### config.mk
export PLATFORM = sky130hd
export DESIGN_NAME = daa_device_flat
export DESIGN_NICKNAME = d
export VERILOG_FILES = /design/src/daa_pkg.sv /design/src/daa_link_if.sv /design/src/daa_limit_cmp.sv /design/src/daa_device.sv /design/src/flat_wrapper.sv
export SDC_FILE = /design/constraint.sdc
export NUM_CORES = 1
export LEC_CHECK = 0
export BUFFER_PORTS_ARGS = -buffer_cell sky130_fd_sc_hd__buf_2
export CORE_MARGIN = 8
export CORE_UTILIZATION = 56
export CTS_CLUSTER_SIZE = 8
export DETAILED_ROUTE_END_ITERATION = 16
export PLACE_DENSITY = 0.81
export SETUP_SLACK_MARGIN = 0.02
export SYNTH_ARGS = -nofsm -noshare
export SYNTH_HDL_FRONTEND = slang
export SYNTH_HIERARCHICAL = 1
export SYNTH_SLANG_ARGS = --single-unit
### constraint.sdc
create_clock -name SYS_CLK -period 2.8 [get_ports SYS_CLK]
set_clock_uncertainty 0.1 [all_clocks]
set_input_delay 0.14 -clock SYS_CLK [delete_from_list [all_inputs] [get_ports SYS_CLK]]
set_output_delay 0.14 -clock SYS_CLK [all_outputs]
set_load 0.03 [all_outputs]
### src/daa_pkg.sv
// Shared constants for the dual converter control block and its host end.
// Assumes one 250 MHz clock shared by both ends.
package daa_pkg;
  // ----------------------------------------
  // Device register addresses (3-bit field)
  // ----------------------------------------
  localparam logic [2:0] ADDR_CFG1 = 3'h1;
  localparam logic [2:0] ADDR_CFG2 = 3'h2;
  localparam logic [2:0] ADDR_ALERT = 3'h3;
  localparam logic [2:0] ADDR_HI = 3'h4;
  localparam logic [2:0] ADDR_LO = 3'h5;
  // ----------------------------------------
  // Field positions
  // ----------------------------------------
  localparam int CFG1_AVG_MODE = 9;
  localparam int CFG1_RATIO_LSB = 6;
  localparam int CFG1_BOOST = 5;
  localparam int CFG1_ALERT_EN = 4;
  localparam int CFG1_REF_SEL = 3;
  localparam int CFG1_POWER_MODE_BIT = 2;
  localparam int CFG2_LANE = 8;
  localparam int ALERT_SETUP_FAIL = 4;
  // ----------------------------------------
  // Reset values and reset codes
  // ----------------------------------------
  localparam logic [11:0] CFG1_RESET = 12'h000;
  localparam logic [11:0] HI_RESET = 12'hFFF;
  localparam logic [11:0] LO_RESET = 12'h000;
  localparam logic [7:0] RESET_SOFT = 8'h3C;
  localparam logic [7:0] RESET_HARD = 8'hFF;
  // ----------------------------------------
  // Result widths
  // ----------------------------------------
  localparam logic [4:0] BITS_WIDE = 5'h10;
  localparam logic [4:0] BITS_NARROW = 5'h0E;
  localparam logic [4:0] BITS_BOOST = 5'h02;
  // ----------------------------------------
  // Host APB map and frame timing
  // ----------------------------------------
  localparam logic [7:0] HOST_CMD = 8'h00;
  localparam logic [7:0] HOST_STAT = 8'h04;
  localparam int HOST_BUSY = 16;
  localparam int HOST_FLAG = 17;
  localparam real FRAME_NS = 16.0;
  localparam real CLK_NS = 4.0;
  localparam int FRAME_CYC = int'(FRAME_NS / CLK_NS);
  typedef enum logic [1:0] {ST_RUN = 2'b00, ST_TEST = 2'b01} daa_state_e;
  typedef enum logic [1:0] {H_IDLE = 2'b00, H_FRAME = 2'b01, H_GAP = 2'b10} daa_host_e;
endpackage

### src/daa_link_if.sv
// Link between the converter control end and its serial master end.
// Assumes both ends run on the same clock.
`timescale 1ns/1ps
interface daa_link_if;
  logic cs_n;
  logic cmd_write;
  logic [2:0] cmd_addr;
  logic [11:0] cmd_data;
  logic [15:0] rd_data;
  logic rd_valid;
  logic flag_pin;
  modport dev (input cs_n, input cmd_write, input cmd_addr, input cmd_data,
    output rd_data, output rd_valid, output flag_pin);
  modport host (output cs_n, output cmd_write, output cmd_addr, output cmd_data,
    input rd_data, input rd_valid, input flag_pin);
endinterface

### src/daa_limit_cmp.sv
// Per-channel limit comparator at the presented result width.
// Assumes results arrive MSB aligned in 18 bits.
`timescale 1ns/1ps
module daa_limit_cmp
  import daa_pkg::*;
(
  input wire logic [17:0] result,
  input wire logic [4:0] bits,
  input wire logic [11:0] hi_lim,
  input wire logic [11:0] lo_lim,
  output logic over,
  output logic under
);
  logic [17:0] shown;
  // Drop the bits that are not presented
  assign shown = result & ~(18'h3_FFFF >> bits);
  assign over = shown > {hi_lim, 6'h3F};
  assign under = shown < {lo_lim, 6'h00};
endmodule

### src/daa_device.sv
// Control and status end of the dual converter: config, alert, power, reset.
// Assumes the analog core pulses CONV_DONE with MSB aligned results.
// Behaviour
// - Result 16/14 bits, boosted 18/16
// - Host clocks 18/16 bits when boosted
// - Rolling ratio codes 0-3: none,2,4,8
// - Alert when result above high, below low
// - One limit pair shared by both channels
// - Host keeps high limit above low
// - Two alert flags per channel
// - OR of flags drives shared flag pin
// - Host sets lane, enable, limits for alert
// - Flags and pin update at conversion end
// - Host reads flags before next conversion
// - Frame start clears pin; reset clears flags
// - Power bit: 0 normal, 1 shutdown
// - Shutdown powers analog off, link stays
// - Shutdown keeps all configuration
// - Host waits for settling after shutdown
// - Reference bit: 0 internal, 1 external
// - Reset field write starts soft or hard
// - Soft reset flushes state, clears alerts
// - Hard reset also restores defaults, oscillator
// - Self test after reset reports setup fail
// - Host hard resets on setup fail
// - Oversampling valid needs nonzero ratio
`timescale 1ns/1ps
module daa_device
  import daa_pkg::*;
#(
  parameter bit WIDE = 1'b1
)
(
  input wire logic SYS_CLK,
  input wire logic RST,
  daa_link_if.dev LINK,
  input wire logic CONV_DONE,
  input wire logic [17:0] RESULT_A,
  input wire logic [17:0] RESULT_B,
  input wire logic SELF_TEST_FAIL,
  output logic CONV_START,
  output logic [4:0] RESULT_BITS,
  output logic [5:0] AVG_COUNT,
  output logic AVG_ROLLING,
  output logic EVERY_CONV,
  output logic ANALOG_ON,
  output logic REF_BUF_ON,
  output logic OSC_RESET,
  output logic AVG_FLUSH,
  output logic ALERT_ANY
);
  // ----------------------------------------
  // Register state
  // ----------------------------------------
  logic [11:0] cfg1;
  logic lane_sel;
  logic [11:0] hi_lim;
  logic [11:0] lo_lim;
  logic [3:0] flags;
  logic setup_fail;
  logic cs_q;
  daa_state_e state;
  logic frame_start;
  logic wr_hit;
  logic soft_rst;
  logic hard_rst;
  logic [2:0] ratio;
  logic os_valid;
  logic [4:0] next_bits;
  logic [5:0] next_count;
  logic [1:0] over;
  logic [1:0] under;
  logic [3:0] next_flags;

  assign frame_start = cs_q && !LINK.cs_n;
  assign wr_hit = frame_start && LINK.cmd_write;
  assign soft_rst = wr_hit && LINK.cmd_addr == ADDR_CFG2
    && LINK.cmd_data[7:0] == RESET_SOFT;
  assign hard_rst = wr_hit && LINK.cmd_addr == ADDR_CFG2
    && LINK.cmd_data[7:0] == RESET_HARD;
  assign ratio = cfg1[CFG1_RATIO_LSB +: 3];
  assign os_valid = ratio != 3'h0;

  // ----------------------------------------
  // Result width and averaging decode
  // ----------------------------------------
  always_comb begin
    next_bits = WIDE ? BITS_WIDE : BITS_NARROW;
    if (cfg1[CFG1_BOOST] && os_valid) begin
      next_bits = next_bits + BITS_BOOST;
    end
  end

  always_comb begin
    next_count = 6'h01;
    if (cfg1[CFG1_AVG_MODE]) begin
      // Rolling store holds eight samples, so larger codes stop at eight
      case (ratio)
        3'h0: next_count = 6'h01;
        3'h1: next_count = 6'h02;
        3'h2: next_count = 6'h04;
        default: next_count = 6'h08;
      endcase
    end else begin
      case (ratio)
        3'h0: next_count = 6'h01;
        3'h6: next_count = 6'h20;
        3'h7: next_count = 6'h20;
        default: next_count = 6'(6'h01 << ratio);
      endcase
    end
  end

  always_ff @(posedge SYS_CLK) begin
    if (RST) begin
      RESULT_BITS <= BITS_NARROW;
      AVG_COUNT <= 6'h01;
      AVG_ROLLING <= 1'b0;
      EVERY_CONV <= 1'b1;
    end else begin
      RESULT_BITS <= next_bits;
      AVG_COUNT <= next_count;
      AVG_ROLLING <= cfg1[CFG1_AVG_MODE];
      // Rolling keeps the full output rate at every code
      EVERY_CONV <= cfg1[CFG1_AVG_MODE] || !os_valid;
    end
  end

  // ----------------------------------------
  // Configuration registers
  // ----------------------------------------
  // Power changes never touch these, only RST and the hard reset do
  always_ff @(posedge SYS_CLK) begin
    if (RST || hard_rst) begin
      cfg1 <= CFG1_RESET;
      lane_sel <= 1'b0;
      hi_lim <= HI_RESET;
      lo_lim <= LO_RESET;
    end else if (wr_hit) begin
      case (LINK.cmd_addr)
        ADDR_CFG1: cfg1 <= LINK.cmd_data;
        ADDR_CFG2: lane_sel <= LINK.cmd_data[CFG2_LANE];
        ADDR_HI: hi_lim <= LINK.cmd_data;
        ADDR_LO: lo_lim <= LINK.cmd_data;
        default: cfg1 <= cfg1;
      endcase
    end
  end

  // ----------------------------------------
  // Limit comparison, one per channel
  // ----------------------------------------
  genvar ch;
  generate
    for (ch = 0; ch < 2; ch++) begin : g_ch
      daa_limit_cmp u_cmp (
        .result(ch == 0 ? RESULT_A : RESULT_B),
        .bits(next_bits),
        .hi_lim(hi_lim),
        .lo_lim(lo_lim),
        .over(over[ch]),
        .under(under[ch])
      );
      assign next_flags[2 * ch] = under[ch];
      assign next_flags[2 * ch + 1] = over[ch];
    end
  endgenerate

  // ----------------------------------------
  // Alert flags and flag pin
  // ----------------------------------------
  // A finishing conversion beats a flag clear in the same cycle; at the pin and ALERT_ANY a hard reset beats it
  always_ff @(posedge SYS_CLK) begin
    if (RST) begin
      flags <= 4'h0;
    end else if (CONV_DONE) begin
      flags <= next_flags;
    end else if (soft_rst || hard_rst) begin
      flags <= 4'h0;
    end
  end

  always_ff @(posedge SYS_CLK) begin
    if (RST || hard_rst) begin
      ALERT_ANY <= 1'b0;
      LINK.flag_pin <= 1'b0;
    end else if (CONV_DONE) begin
      ALERT_ANY <= |next_flags;
      LINK.flag_pin <= lane_sel && cfg1[CFG1_ALERT_EN] && |next_flags;
    end else if (frame_start) begin
      ALERT_ANY <= 1'b0;
      LINK.flag_pin <= 1'b0;
    end
  end

  // ----------------------------------------
  // Frame edge, conversion start, readback
  // ----------------------------------------
  always_ff @(posedge SYS_CLK) begin
    if (RST) begin
      cs_q <= 1'b1;
      CONV_START <= 1'b0;
    end else if (soft_rst || hard_rst) begin
      // Track the low line so one reset command never fires again
      cs_q <= 1'b0;
      CONV_START <= 1'b0;
    end else begin
      cs_q <= LINK.cs_n;
      // No conversion while powered down
      CONV_START <= frame_start && !cfg1[CFG1_POWER_MODE_BIT] && state == ST_RUN;
    end
  end

  // Link stays alive in shutdown so the exit write can land
  always_ff @(posedge SYS_CLK) begin
    if (RST) begin
      LINK.rd_valid <= 1'b0;
      LINK.rd_data <= 16'h0000;
    end else begin
      LINK.rd_valid <= frame_start && !LINK.cmd_write;
      if (frame_start && !LINK.cmd_write) begin
        case (LINK.cmd_addr)
          ADDR_CFG1: LINK.rd_data <= {4'h0, cfg1};
          ADDR_CFG2: LINK.rd_data <= {7'h00, lane_sel, 8'h00};
          ADDR_ALERT: LINK.rd_data <= {11'h000, setup_fail, flags};
          ADDR_HI: LINK.rd_data <= {4'h0, hi_lim};
          ADDR_LO: LINK.rd_data <= {4'h0, lo_lim};
          default: LINK.rd_data <= 16'h0000;
        endcase
      end
    end
  end

  // ----------------------------------------
  // Power, reference, reset pulses
  // ----------------------------------------
  always_ff @(posedge SYS_CLK) begin
    if (RST) begin
      ANALOG_ON <= 1'b0;
      REF_BUF_ON <= 1'b0;
      OSC_RESET <= 1'b1;
      AVG_FLUSH <= 1'b1;
    end else begin
      ANALOG_ON <= !cfg1[CFG1_POWER_MODE_BIT];
      REF_BUF_ON <= !cfg1[CFG1_POWER_MODE_BIT] && !cfg1[CFG1_REF_SEL];
      OSC_RESET <= hard_rst;
      AVG_FLUSH <= soft_rst || hard_rst;
    end
  end

  // ----------------------------------------
  // Self test after power-on or hard reset
  // ----------------------------------------
  always_ff @(posedge SYS_CLK) begin
    if (RST) begin
      state <= ST_TEST;
      setup_fail <= 1'b0;
    end else begin
      case (state)
        ST_TEST: begin
          setup_fail <= SELF_TEST_FAIL;
          state <= ST_RUN;
        end
        ST_RUN: begin
          if (hard_rst) begin
            setup_fail <= 1'b0;
            state <= ST_TEST;
          end
        end
        default: state <= ST_TEST;
      endcase
    end
  end
endmodule

### src/flat_wrapper.sv
// flat-port wrapper written by rule: the top's interface ports become plain ports
module daa_device_flat import daa_pkg::*;
#(
  parameter bit WIDE = 1'b1
)
  (SYS_CLK, RST, CONV_DONE, RESULT_A, RESULT_B, SELF_TEST_FAIL, CONV_START, RESULT_BITS, AVG_COUNT, AVG_ROLLING, EVERY_CONV, ANALOG_ON, REF_BUF_ON, OSC_RESET, AVG_FLUSH, ALERT_ANY, LINK_cs_n, LINK_cmd_write, LINK_cmd_addr, LINK_cmd_data, LINK_rd_data, LINK_rd_valid, LINK_flag_pin);
  daa_link_if LINK_i ();
  input wire logic SYS_CLK;
  input wire logic RST;
  input wire logic CONV_DONE;
  input wire logic [17:0] RESULT_A;
  input wire logic [17:0] RESULT_B;
  input wire logic SELF_TEST_FAIL;
  output logic CONV_START;
  output logic [4:0] RESULT_BITS;
  output logic [5:0] AVG_COUNT;
  output logic AVG_ROLLING;
  output logic EVERY_CONV;
  output logic ANALOG_ON;
  output logic REF_BUF_ON;
  output logic OSC_RESET;
  output logic AVG_FLUSH;
  output logic ALERT_ANY;
  input wire logic [$bits(LINK_i.cs_n)-1:0] LINK_cs_n;
  input wire logic [$bits(LINK_i.cmd_write)-1:0] LINK_cmd_write;
  input wire logic [$bits(LINK_i.cmd_addr)-1:0] LINK_cmd_addr;
  input wire logic [$bits(LINK_i.cmd_data)-1:0] LINK_cmd_data;
  output wire logic [$bits(LINK_i.rd_data)-1:0] LINK_rd_data;
  output wire logic [$bits(LINK_i.rd_valid)-1:0] LINK_rd_valid;
  output wire logic [$bits(LINK_i.flag_pin)-1:0] LINK_flag_pin;
  assign LINK_i.cs_n = LINK_cs_n;
  assign LINK_i.cmd_write = LINK_cmd_write;
  assign LINK_i.cmd_addr = LINK_cmd_addr;
  assign LINK_i.cmd_data = LINK_cmd_data;
  assign LINK_rd_data = LINK_i.rd_data;
  assign LINK_rd_valid = LINK_i.rd_valid;
  assign LINK_flag_pin = LINK_i.flag_pin;
  daa_device #(.WIDE(WIDE)) u_core (.SYS_CLK(SYS_CLK), .RST(RST), .LINK(LINK_i), .CONV_DONE(CONV_DONE), .RESULT_A(RESULT_A), .RESULT_B(RESULT_B), .SELF_TEST_FAIL(SELF_TEST_FAIL), .CONV_START(CONV_START), .RESULT_BITS(RESULT_BITS), .AVG_COUNT(AVG_COUNT), .AVG_ROLLING(AVG_ROLLING), .EVERY_CONV(EVERY_CONV), .ANALOG_ON(ANALOG_ON), .REF_BUF_ON(REF_BUF_ON), .OSC_RESET(OSC_RESET), .AVG_FLUSH(AVG_FLUSH), .ALERT_ANY(ALERT_ANY));
endmodule
# == Yosys cells after proc, flatten, opt, wreduce, memory -nomap -nowiden ==
# Cells that the tools add are included.
# word_totals
reg_bits,82
input_bits,57
output_inout_bits,37
elab_cells,92
# classes
order_cmp,4
eq_ne,13
shifts,2
n_mux,15
n_bitwise,3
reduce_logical,34
# ops
operator,n
case mux 12 bit (5 select lines),1
bitwise AND 18 bit,2
greater-than comparator 18 bit,2
< comparator 18 bit,2
NOT 18 bit,1
">> shifter 18 x 5 -> 18 bit, first input constant",1
"== test 3 bit, second input constant",4
logical AND 1 bit,12
case mux 4 bit (3 select lines),1
case mux 6 bit (2 select lines),1
AND reduction 2 bit,5
"== test 3 x 2 -> 1 bit, second input constant",3
"== test 8 x 6 -> 1 bit, second input constant",1
"== test 8 bit, second input constant",1
2-to-1 mux 4 bit,2
"== test 3 x 1 -> 1 bit, second input constant",2
2-to-1 mux 6 bit,1
nonzero test 2 bit,3
"<< shifter 1 x 3 -> 6 bit, first input constant",1
zero test 1 bit,5
2-to-1 mux 1 bit,5
2-to-1 mux 2 bit,2
case mux 2 bit (2 select lines),1
OR reduction 2 bit,2
other kinds (8),10

# == Depth between registers and ports, before layout ==
# Gate-level depths: netlist (run 1).
# depth
word_depth,10
ltp_mapped,15
ltp_nobuf,14

# == Modules after synthesis ==
# Netlist (run 1), hierarchy kept.
# modules_own_cells
mod,instances,cells_each,area_each_um2,seq_area_each_um2
daa_device,1,352,3201.8,1501.4
daa_limit_cmp,2,115,789.5,0.0

# == Worst setup path before layout (run 1) ==
# Ideal clock, no wire load.
# synth_path
path_type,flip-flop to flip-flop
from,register u_core.cfg1[6]
to,register u_core.LINK.flag_pin
t_arrival_ns,2.245
required_ns,2.630
path_slack_ns,0.385
path_stages_with_launch,11
path_buffers,1
synth_period_minus_slack_ns,2.415
path_cell_list,dfxtp_1 > or3_1 > and2_1 > clkbuf_1 > nor3_1 > nor3_1 > and3_1 > a311oi_1 > o41ai_1 > or2_2 > a21oi_1
# synth_between
elab_chain_len,10
# synth_lines
element,line_no,source
start: declaration,daa_device.sv:55,logic [11:0] cfg1;
start signal: assignment,daa_device.sv:141,ADDR_CFG1: cfg1 <= LINK.cmd_data;
start signal: assignment,daa_device.sv:145,default: cfg1 <= cfg1;
nonzero test 3 bit,daa_device.sv:82,assign os_valid = ratio != 3'h0;
logical AND 1 bit,daa_device.sv:89,if (cfg1[CFG1_BOOST] && os_valid) begin
2-to-1 mux 2 bit,daa_device.sv:89,
named net u_core.next_bits[1],daa_device.sv:69,logic [4:0] next_bits;
>> shifter 18 x 5 -> 18 bit,daa_limit_cmp.sv:16,assign shown = result & ~(18'h3_FFFF >> bits);
NOT 18 bit,daa_limit_cmp.sv:16,
bitwise AND 18 bit,daa_limit_cmp.sv:16,
greater-than comparator 18 bit,daa_limit_cmp.sv:17,"assign over = shown > {hi_lim, 6'h3F};"
named net u_core.next_flags[1],daa_device.sv:73,logic [3:0] next_flags;
OR reduction 4 bit,daa_device.sv:189,LINK.flag_pin <= lane_sel && cfg1[CFG1_ALERT_EN] && |next_flags;
logical AND 1 bit,daa_device.sv:189,
2-to-1 mux 1 bit,daa_device.sv:187,end else if (CONV_DONE) begin
end signal: assignment,daa_device.sv:189,
end: declaration,daa_link_if.sv:13,"output rd_data, output rd_valid, output flag_pin);"
# The timed path passes the listed nets, and every way through them passes these cells.
# A chain may end at the register's enable or synchronous reset.

# == Worst setup path in the final report (run 1) ==
# layout_path
from,register u_core.cfg1[7]
to,register u_core.LINK.flag_pin
# Same word-level chain as after synthesis.

==> impl_metrics.ini, run 1 <==
[sta]
setup_viol = 0
slew_headroom_pct = 40.0
maxSlewViolCount = 0
rsz0062_at_grt = false
max_clock_freq_ghz = 0.388
timing_hold_violations_final = 0
worstMarginPinSlew_ps = 899
min_period_over_period_pct = 92.1
tns_ps = 0
finalCriticalPeriod_ps = 2580

[detailed_routing]
vias_per_cell = 6.12
vias = 4820
drt-pass1-iter-count = 5
wl_um = 14700
wl_per_cell_um = 18.7
antenna_left = 0
drt_iter0_drc = 430
drc = 0

[worst_setup_path]
crit_path_max_fanout = 8
cp.arrival_ps = 2770
max_stage_delay_ps = 400
rr_startpoint = u_core/cfg1[7]$_SDFFE_PP0P_
r2r_cells = 9
critPathRequiredTime_ps = 2990
worst_setup_path_end_kind = flop
crit_top_cell = nor3_1
startpoint = u_core/cfg1[7]$_SDFFE_PP0P_
crit_slowest_cell = or3_1
crit_chain = or3_1 -> and2_1 -> nor3_1 -> nor3_1 -> and3_1 -> a311oi_1 -> o41ai_1 -> or2_2 -> a21oi_1
worstSetupPathType = reg -> reg
critPathLaunchType = flop

[die]
die_y_um = 108
num_rows = 33
start_util_pct = 57.9
die_w_um = 108
coreArea_um2 = 8260
design.die.area_um2 = 11700
pin_count = 94

[min_path]
holdPathStages = 3
hold_path_startpoint = LINK_cmd_data[5]
hp-class = in -> reg

[final_layout]
drive_above_1_share_pct = 19.5
final_common_cell = buf_2
n_antenna_cell = 0
most-common-layout-cells = buf_2 (88), dfxtp_1 (75), nand3_1 (60)
layout.cells.non_filler = 788
area_growth_pct = 17.8
nets = 782

[clock_network]
numCtsBuffers = 9
cts_buffer_depth = 2
htreeDepth = 3
root_buffer = clkbuf_8
clkSlewWorstSetupHoldPaths_ps = 80
cts_tree = done
cts_setup_buffers = 0
cts.sinks = 75
clk_latency_ps = 350

[yosys]
synthFlopType = dfxtp_1
synth_cell_type_count = 56
netlist_area_um2 = 4780
yosys_warnings = 6
synthArstFlopShare_pct = 0
syn_area_per_cell_um2 = 8.21
ys_seq_area_share_pct = 31.4
ys_ff_latch = 75
synth-edff-count = 0
syn_inst = 582

[placement]
place.gp.congestion = 0.901
place_inst = 759
hpwl_um = 10800
io_buffers = 88

[global_routing]
grt_first_pass_wirelength_um = 22900
grt_pass1_vias = 4548
antenna_found_initial = 0
grt_max_degree = 29
grtUsageTotal_pct = 24.6
overflow = 0

[power_and_ir_drop]
p_leak_nw = 2.50
power.density_nw_per_um2 = 443
ir_worst_vdd_mv = 0.434

[job]
maxCapViolations = 0

[status]
status = completed
final timing paths:
path,to,slack [ps]
setup reg to reg,u_core/LINK.flag_pin$_SDFFE_PP0P_,220
setup / recovery,u_core/LINK.flag_pin$_SDFFE_PP0P_,220
hold / removal,u_core/lo_lim[5]$_SDFFE_PP0P_,20
hold reg to reg,u_core/CONV_START$_SDFF_PP0_,340
sequential cells by signal, indices dropped and copies added (netlist names), 3 cells and up:
name	cells
u_core/LINK.rd_data	12
u_core/hi_lim	12
u_core/RESULT_BITS	3
u_core/lo_lim	12
u_core/AVG_COUNT	6
u_core/flags	4
u_core/cfg1	12
per-layer routing:
layer  share of wire, %  vias up  track usage [%]  wire (um)
li1                   -     2289                -          -
met1                 41     2258             30.3       6010
met2                 49      245             42.1       7260
met3                8.0       28             5.18       1180
met4                1.8        0             7.33        265
met5                  0        -                0          0
cell type report:
cell class | count | area (um^2)
Multi-Input combinational cell | 432 | 2930
Tap cell | 105 | 131
Sequential cell | 75 | 1500
Fill cell | 689 | 2630
Timing Repair Buffer | 111 | 648
Inverter | 50 | 193
Clock buffer | 9 | 124
Clock inverter | 6 | 105
metrics by stage:
step / worst slack [ps] / instance area, um^2 / power (mW) / utilization (%) / hold WS, ps
CTS: 87.6 / 5630 / 2.49 / 68.1 / 0.947
global route: 32.0 / 5630 / 2.59 / 68.2 / 7.85
global placement: 227 / 5260 / 1.51 / 63.7 / 257
finish: 221 / 5630 / 2.49 / 68.2 / 20.9
floorplan: 385 / 4850 / 1.40 / - / 67.7
detailed placement: 103 / 5260 / 1.52 / 63.7 / 262
cell families (layout without fill, tap and decap cells):
| kind of cell | Yosys count | count (layout) | share of synthesized area [%] |
|---|---|---|---|
| buffers and inverters | 94 | 176 | 8.95 |
| other | 2 | 21 | 0.157 |
| and+or+nand+nor | 188 | 188 | 22.2 |
| DFF | 75 | 75 | 31.4 |
| AOI/OAI and AO/OA | 165 | 165 | 22.6 |
| adders and majority gates | 46 | 46 | 12.0 |
| muxes | 12 | 12 | 2.67 |
power breakdown:
part / total [mW] / leakage, nW / switching (mW) / internal [mW]
combinational: 0.417 / 1.77 / 0.256 / 0.161
clock: 0.968 / 0.119 / 0.386 / 0.582
sequential: 1.11 / 0.610 / 0.0174 / 1.09
Yosys cell counts (2+ instances only):
master | number | share of area [%]
or4_1 | 3 | 0.47
o21ai_0 | 50 | 5.2
a211oi_1 | 8 | 1.3
nand4_1 | 13 | 1.7
mux2_2 | 6 | 1.4
a21boi_0 | 10 | 1.6
buf_6 | 4 | 0.94
conb_1 | 2 | 0.16
mux2i_1 | 6 | 1.3
a22oi_1 | 6 | 0.94
o31a_2 | 2 | 0.42
o21a_1 | 11 | 1.7
nand4b_1 | 6 | 1.1
nand2_1 | 18 | 1.4
a32o_1 | 2 | 0.42
buf_2 | 5 | 0.52
nand3b_1 | 4 | 0.63
a22o_1 | 5 | 0.92
or4bb_1 | 5 | 1.2
ha_1 | 46 | 12
a21oi_2 | 2 | 0.37
or3_1 | 2 | 0.26
buf_4 | 9 | 1.4
o41a_2 | 2 | 0.52
clkbuf_1 | 26 | 2.0
inv_1 | 49 | 3.8
and3_1 | 2 | 0.26
a21oi_1 | 38 | 4.0
a21o_1 | 2 | 0.31
nor4_1 | 2 | 0.26
a311oi_1 | 2 | 0.37
nor2_1 | 24 | 1.9
o31ai_1 | 4 | 0.63
nor2b_1 | 12 | 1.6
nor4b_1 | 3 | 0.55
or2_2 | 4 | 0.52
nand2b_1 | 7 | 0.92
nand3_1 | 60 | 6.3
nor3b_1 | 5 | 0.79
nor3_1 | 11 | 1.2
o211ai_1 | 10 | 1.6
dfxtp_1 | 75 | 31
o2bb2ai_1 | 6 | 1.1
worst max-delay path: cells and delay by family, from the launching register on:
family / cells / cell delay [ps]
AO/OA/AOI/OAI: 3 / 610
flip-flops: 1 / 380
AND/OR/NAND/NOR: 6 / 1410
timing repair:
item / CTS / global route
gates resized for setup: 0 / 1
hold buffers: 14 / 0
hold endpoints to repair: 28 / 0
setup endpoints to repair: 0 / 1
Power figures use the tool's default switching activity.
==> run 2: changes to the inputs <==
--- a/config.mk
+++ b/config.mk
@@ -5,6 +5,7 @@
 export SDC_FILE = /design/constraint.sdc
 export NUM_CORES = 1
 export LEC_CHECK = 0
+export ABC_AREA = 1
 export BUFFER_PORTS_ARGS = -buffer_cell sky130_fd_sc_hd__buf_2
 export CORE_MARGIN = 8
 export CORE_UTILIZATION = 56
@@ -16,3 +17,4 @@
 export SYNTH_HDL_FRONTEND = slang
 export SYNTH_HIERARCHICAL = 1
 export SYNTH_SLANG_ARGS = --single-unit
+export TNS_END_PERCENT = 50
==> run 2 against run 1 <==
Compared with the run above: combinational power shrank 6.2%; sequential cell count is the same; non-clock buffer count shrank 6; global-route usage shrank 0.70 points; highest routed layer unchanged.
==> impl_metrics.ini, run 2 <==
[status]
status = completed

[detailed_routing]
wl_met1_um = 5600
wl_per_cell_um = 14.4
met2_length_um = 6510
drt-pass1-iter-count = 5
antenna_left = 0
vias_per_cell = 5.17
drt_iter0_drc = 320
topRoutingLayerUsed = met4
wl_met3_um = 1130
vias = 4893
drc = 0
wl_um = 13700

[die]
die_w_um = 108
design.die.area_um2 = 11600
num_rows = 33
coreArea_um2 = 8180
pin_count = 94
start_util_pct = 57.7
die_y_um = 108

[global_routing]
grtUsageTotal_pct = 23.9
grt_pass1_vias = 4797
overflow = 0
antenna_found_initial = 0
grt_first_pass_wirelength_um = 21900
grt_max_degree = 25

[sta]
setup_viol = 0
rsz0062_at_grt = false
worstMarginPinSlew_ps = 925
finalWorstSetupSlack_ps = 560
holdWs_ps = 14.5
max_clock_freq_ghz = 0.446
tns_ps = 0
min_period_over_period_pct = 80.0
maxSlewViolCount = 0
finalCriticalPeriod_ps = 2240
timing_hold_violations_final = 0
slew_headroom_pct = 38.2

[yosys]
yosys_warnings = 6
netlist_area_um2 = 4710
synth.area.top_cells = dfxtp_1 (32%), ha_1 (12%), nand2_1 (11%)
synth_top_area_share_pct = 31.9
syn_area_per_cell_um2 = 6.69
synth-edff-count = 0
syn_inst = 704
ys_ff_latch = 75
synthFlopType = dfxtp_1
synthArstFlopShare_pct = 0
ys_seq_area_share_pct = 31.9
yosysTopAreaCell = dfxtp_1
synth_most_common_cell = nand2_1
synth_cell_type_count = 30
yosys-top-cells-count = nand2_1 (144), inv_1 (118), nor2_1 (98)

[power_and_ir_drop]
pwr-share-comb_pct = 16.2
ir_worst_vdd_mv = 0.345
p_total_mw = 2.41
p_leak_nw = 3.04
clkPwrFrac_pct = 37.7
p_int_mw = 1.75
swShare_pct = 27.4
seqPwrFrac_pct = 46.0
power.density_nw_per_um2 = 426
p_sw_mw = 0.659

[clock_network]
clkSlewWorstSetupHoldPaths_ps = 70
ctsResizeCount = 0
numCtsBuffers = 9
cts_buffer_depth = 2
clk_latency_ps = 360
htreeDepth = 3
cts_tree = done
root_buffer = clkbuf_8
cts.sinks = 75

[placement]
place_inst = 919
hpwl_um = 10600
place.gp.congestion = 0.914
pre_cts_ws_ps = 641
io_buffers = 88
placed_cell_area_um2 = 5300

[final_layout]
final_common_cell = nand2_1
most-common-layout-cells = nand2_1 (144), inv_1 (118), nor2_1 (98)
nets = 942
utilization_pct = 69.1
n_antenna_cell = 0
seq_area_um2 = 1500
area_growth_pct = 19.9
n_fill_cell = 706
finalInstanceArea_um2 = 5650
layout.cells.non_filler = 947
drive_above_1_share_pct = 15.8
multi_input_area_um2 = 2740

[worst_setup_path]
critPathRequiredTime_ps = 2990
cp.arrival_ps = 2430
worstSetupPathType = reg -> reg
worst_setup_path_end_kind = flop
crit_path_max_fanout = 8
reg2reg_slack_ps = 560
critPathLaunchType = flop

[min_path]
hp-class = in -> reg

[job]
maxCapViolations = 0
## run 2: changes by cell type in the layout (fill, tap and decap cells not counted), sizes merged, moves of 7 or more
cell / previous run / this run
inv: 49 / 124
a21oi: 40 / 85
o21a: 11 / 2
nor2: 24 / 105
nor2b: 12 / 0
nand3: 60 / 36
nand2: 18 / 150
nand2b: 7 / 0
conb: 21 / 45
a211oi: 9 / 0
o211ai: 10 / 2
o21ai: 50 / 24
## run 2: kinds of logic (layout without fill, tap and decap cells)
kind of cell,count (synthesis),count (layout),synth area share [%]
simple gates,313,313,28.6
buf+inv,148,243,13.5
compound gates,120,120,13.7
flops,75,75,31.9
fa+ha+maj,46,46,12.2
other cells,2,45,0.159
## run 2: final timing paths
check,from,end,cells past startpoint
worst min-delay path,CONV_DONE,u_core/ALERT_ANY$_SDFFE_PP0P_,3
worst max-delay path,u_core/cfg1[6]$_SDFFE_PP0P_,u_core/LINK.flag_pin$_SDFFE_PP0P_,16
worst min register to register,u_core/LINK.rd_data[2]$_SDFFE_PP0P_,u_core/LINK.rd_data[2]$_SDFFE_PP0P_,2
worst max register to register,u_core/cfg1[6]$_SDFFE_PP0P_,u_core/LINK.flag_pin$_SDFFE_PP0P_,16
## run 2: cell type report
class	count	share of cell area, %
timing repair buffer	105	10.7
tap	105	2.32
sequential	75	26.6
clock buffer	10	2.43
inverter	124	8.23
multi-input combinational	524	48.4
clock inverter	4	1.35
## run 2: routing by layer
metal | vias up | track usage, %
met2 | 209 | 40.1
met5 | - | 0
met1 | 2189 | 28.5
met3 | 44 | 5.75
met4 | 0 | 9.91
li1 | 2451 | -
## run 2: critical path, stage by stage, from the launching register on
cell and delay [ps]:
dfxtp_1 360, nor2_1 150, inv_1 70, nor2_1 150
nor2_1 60, buf_4 160, nor2_1 210, nand2_1 120
nand4_1 100, nor2_1 60, nand4_1 80, nand2_1 80
inv_1 90, nor2_1 40, nand2_1 110, nand4_1 90
a21oi_1 140
## run 2: power groups by stage
stage          Sequential, mW  Combinational, mW  Clock, mW
5_1_grt                  1.11              0.441      0.958
3_5_place_dp             1.13              0.365          0
3_3_place_gp             1.13              0.353          0
6_report                 1.11              0.391      0.908
2_1_floorplan            1.15              0.235          0
4_1_cts                  1.11              0.382      0.917
## run 2: repair_timing
action / 4_1_cts / 5_1_grt
hold buffers: 14 / 0
hold endpoints to repair: 34 / 0
setup buffers: 0 / 0
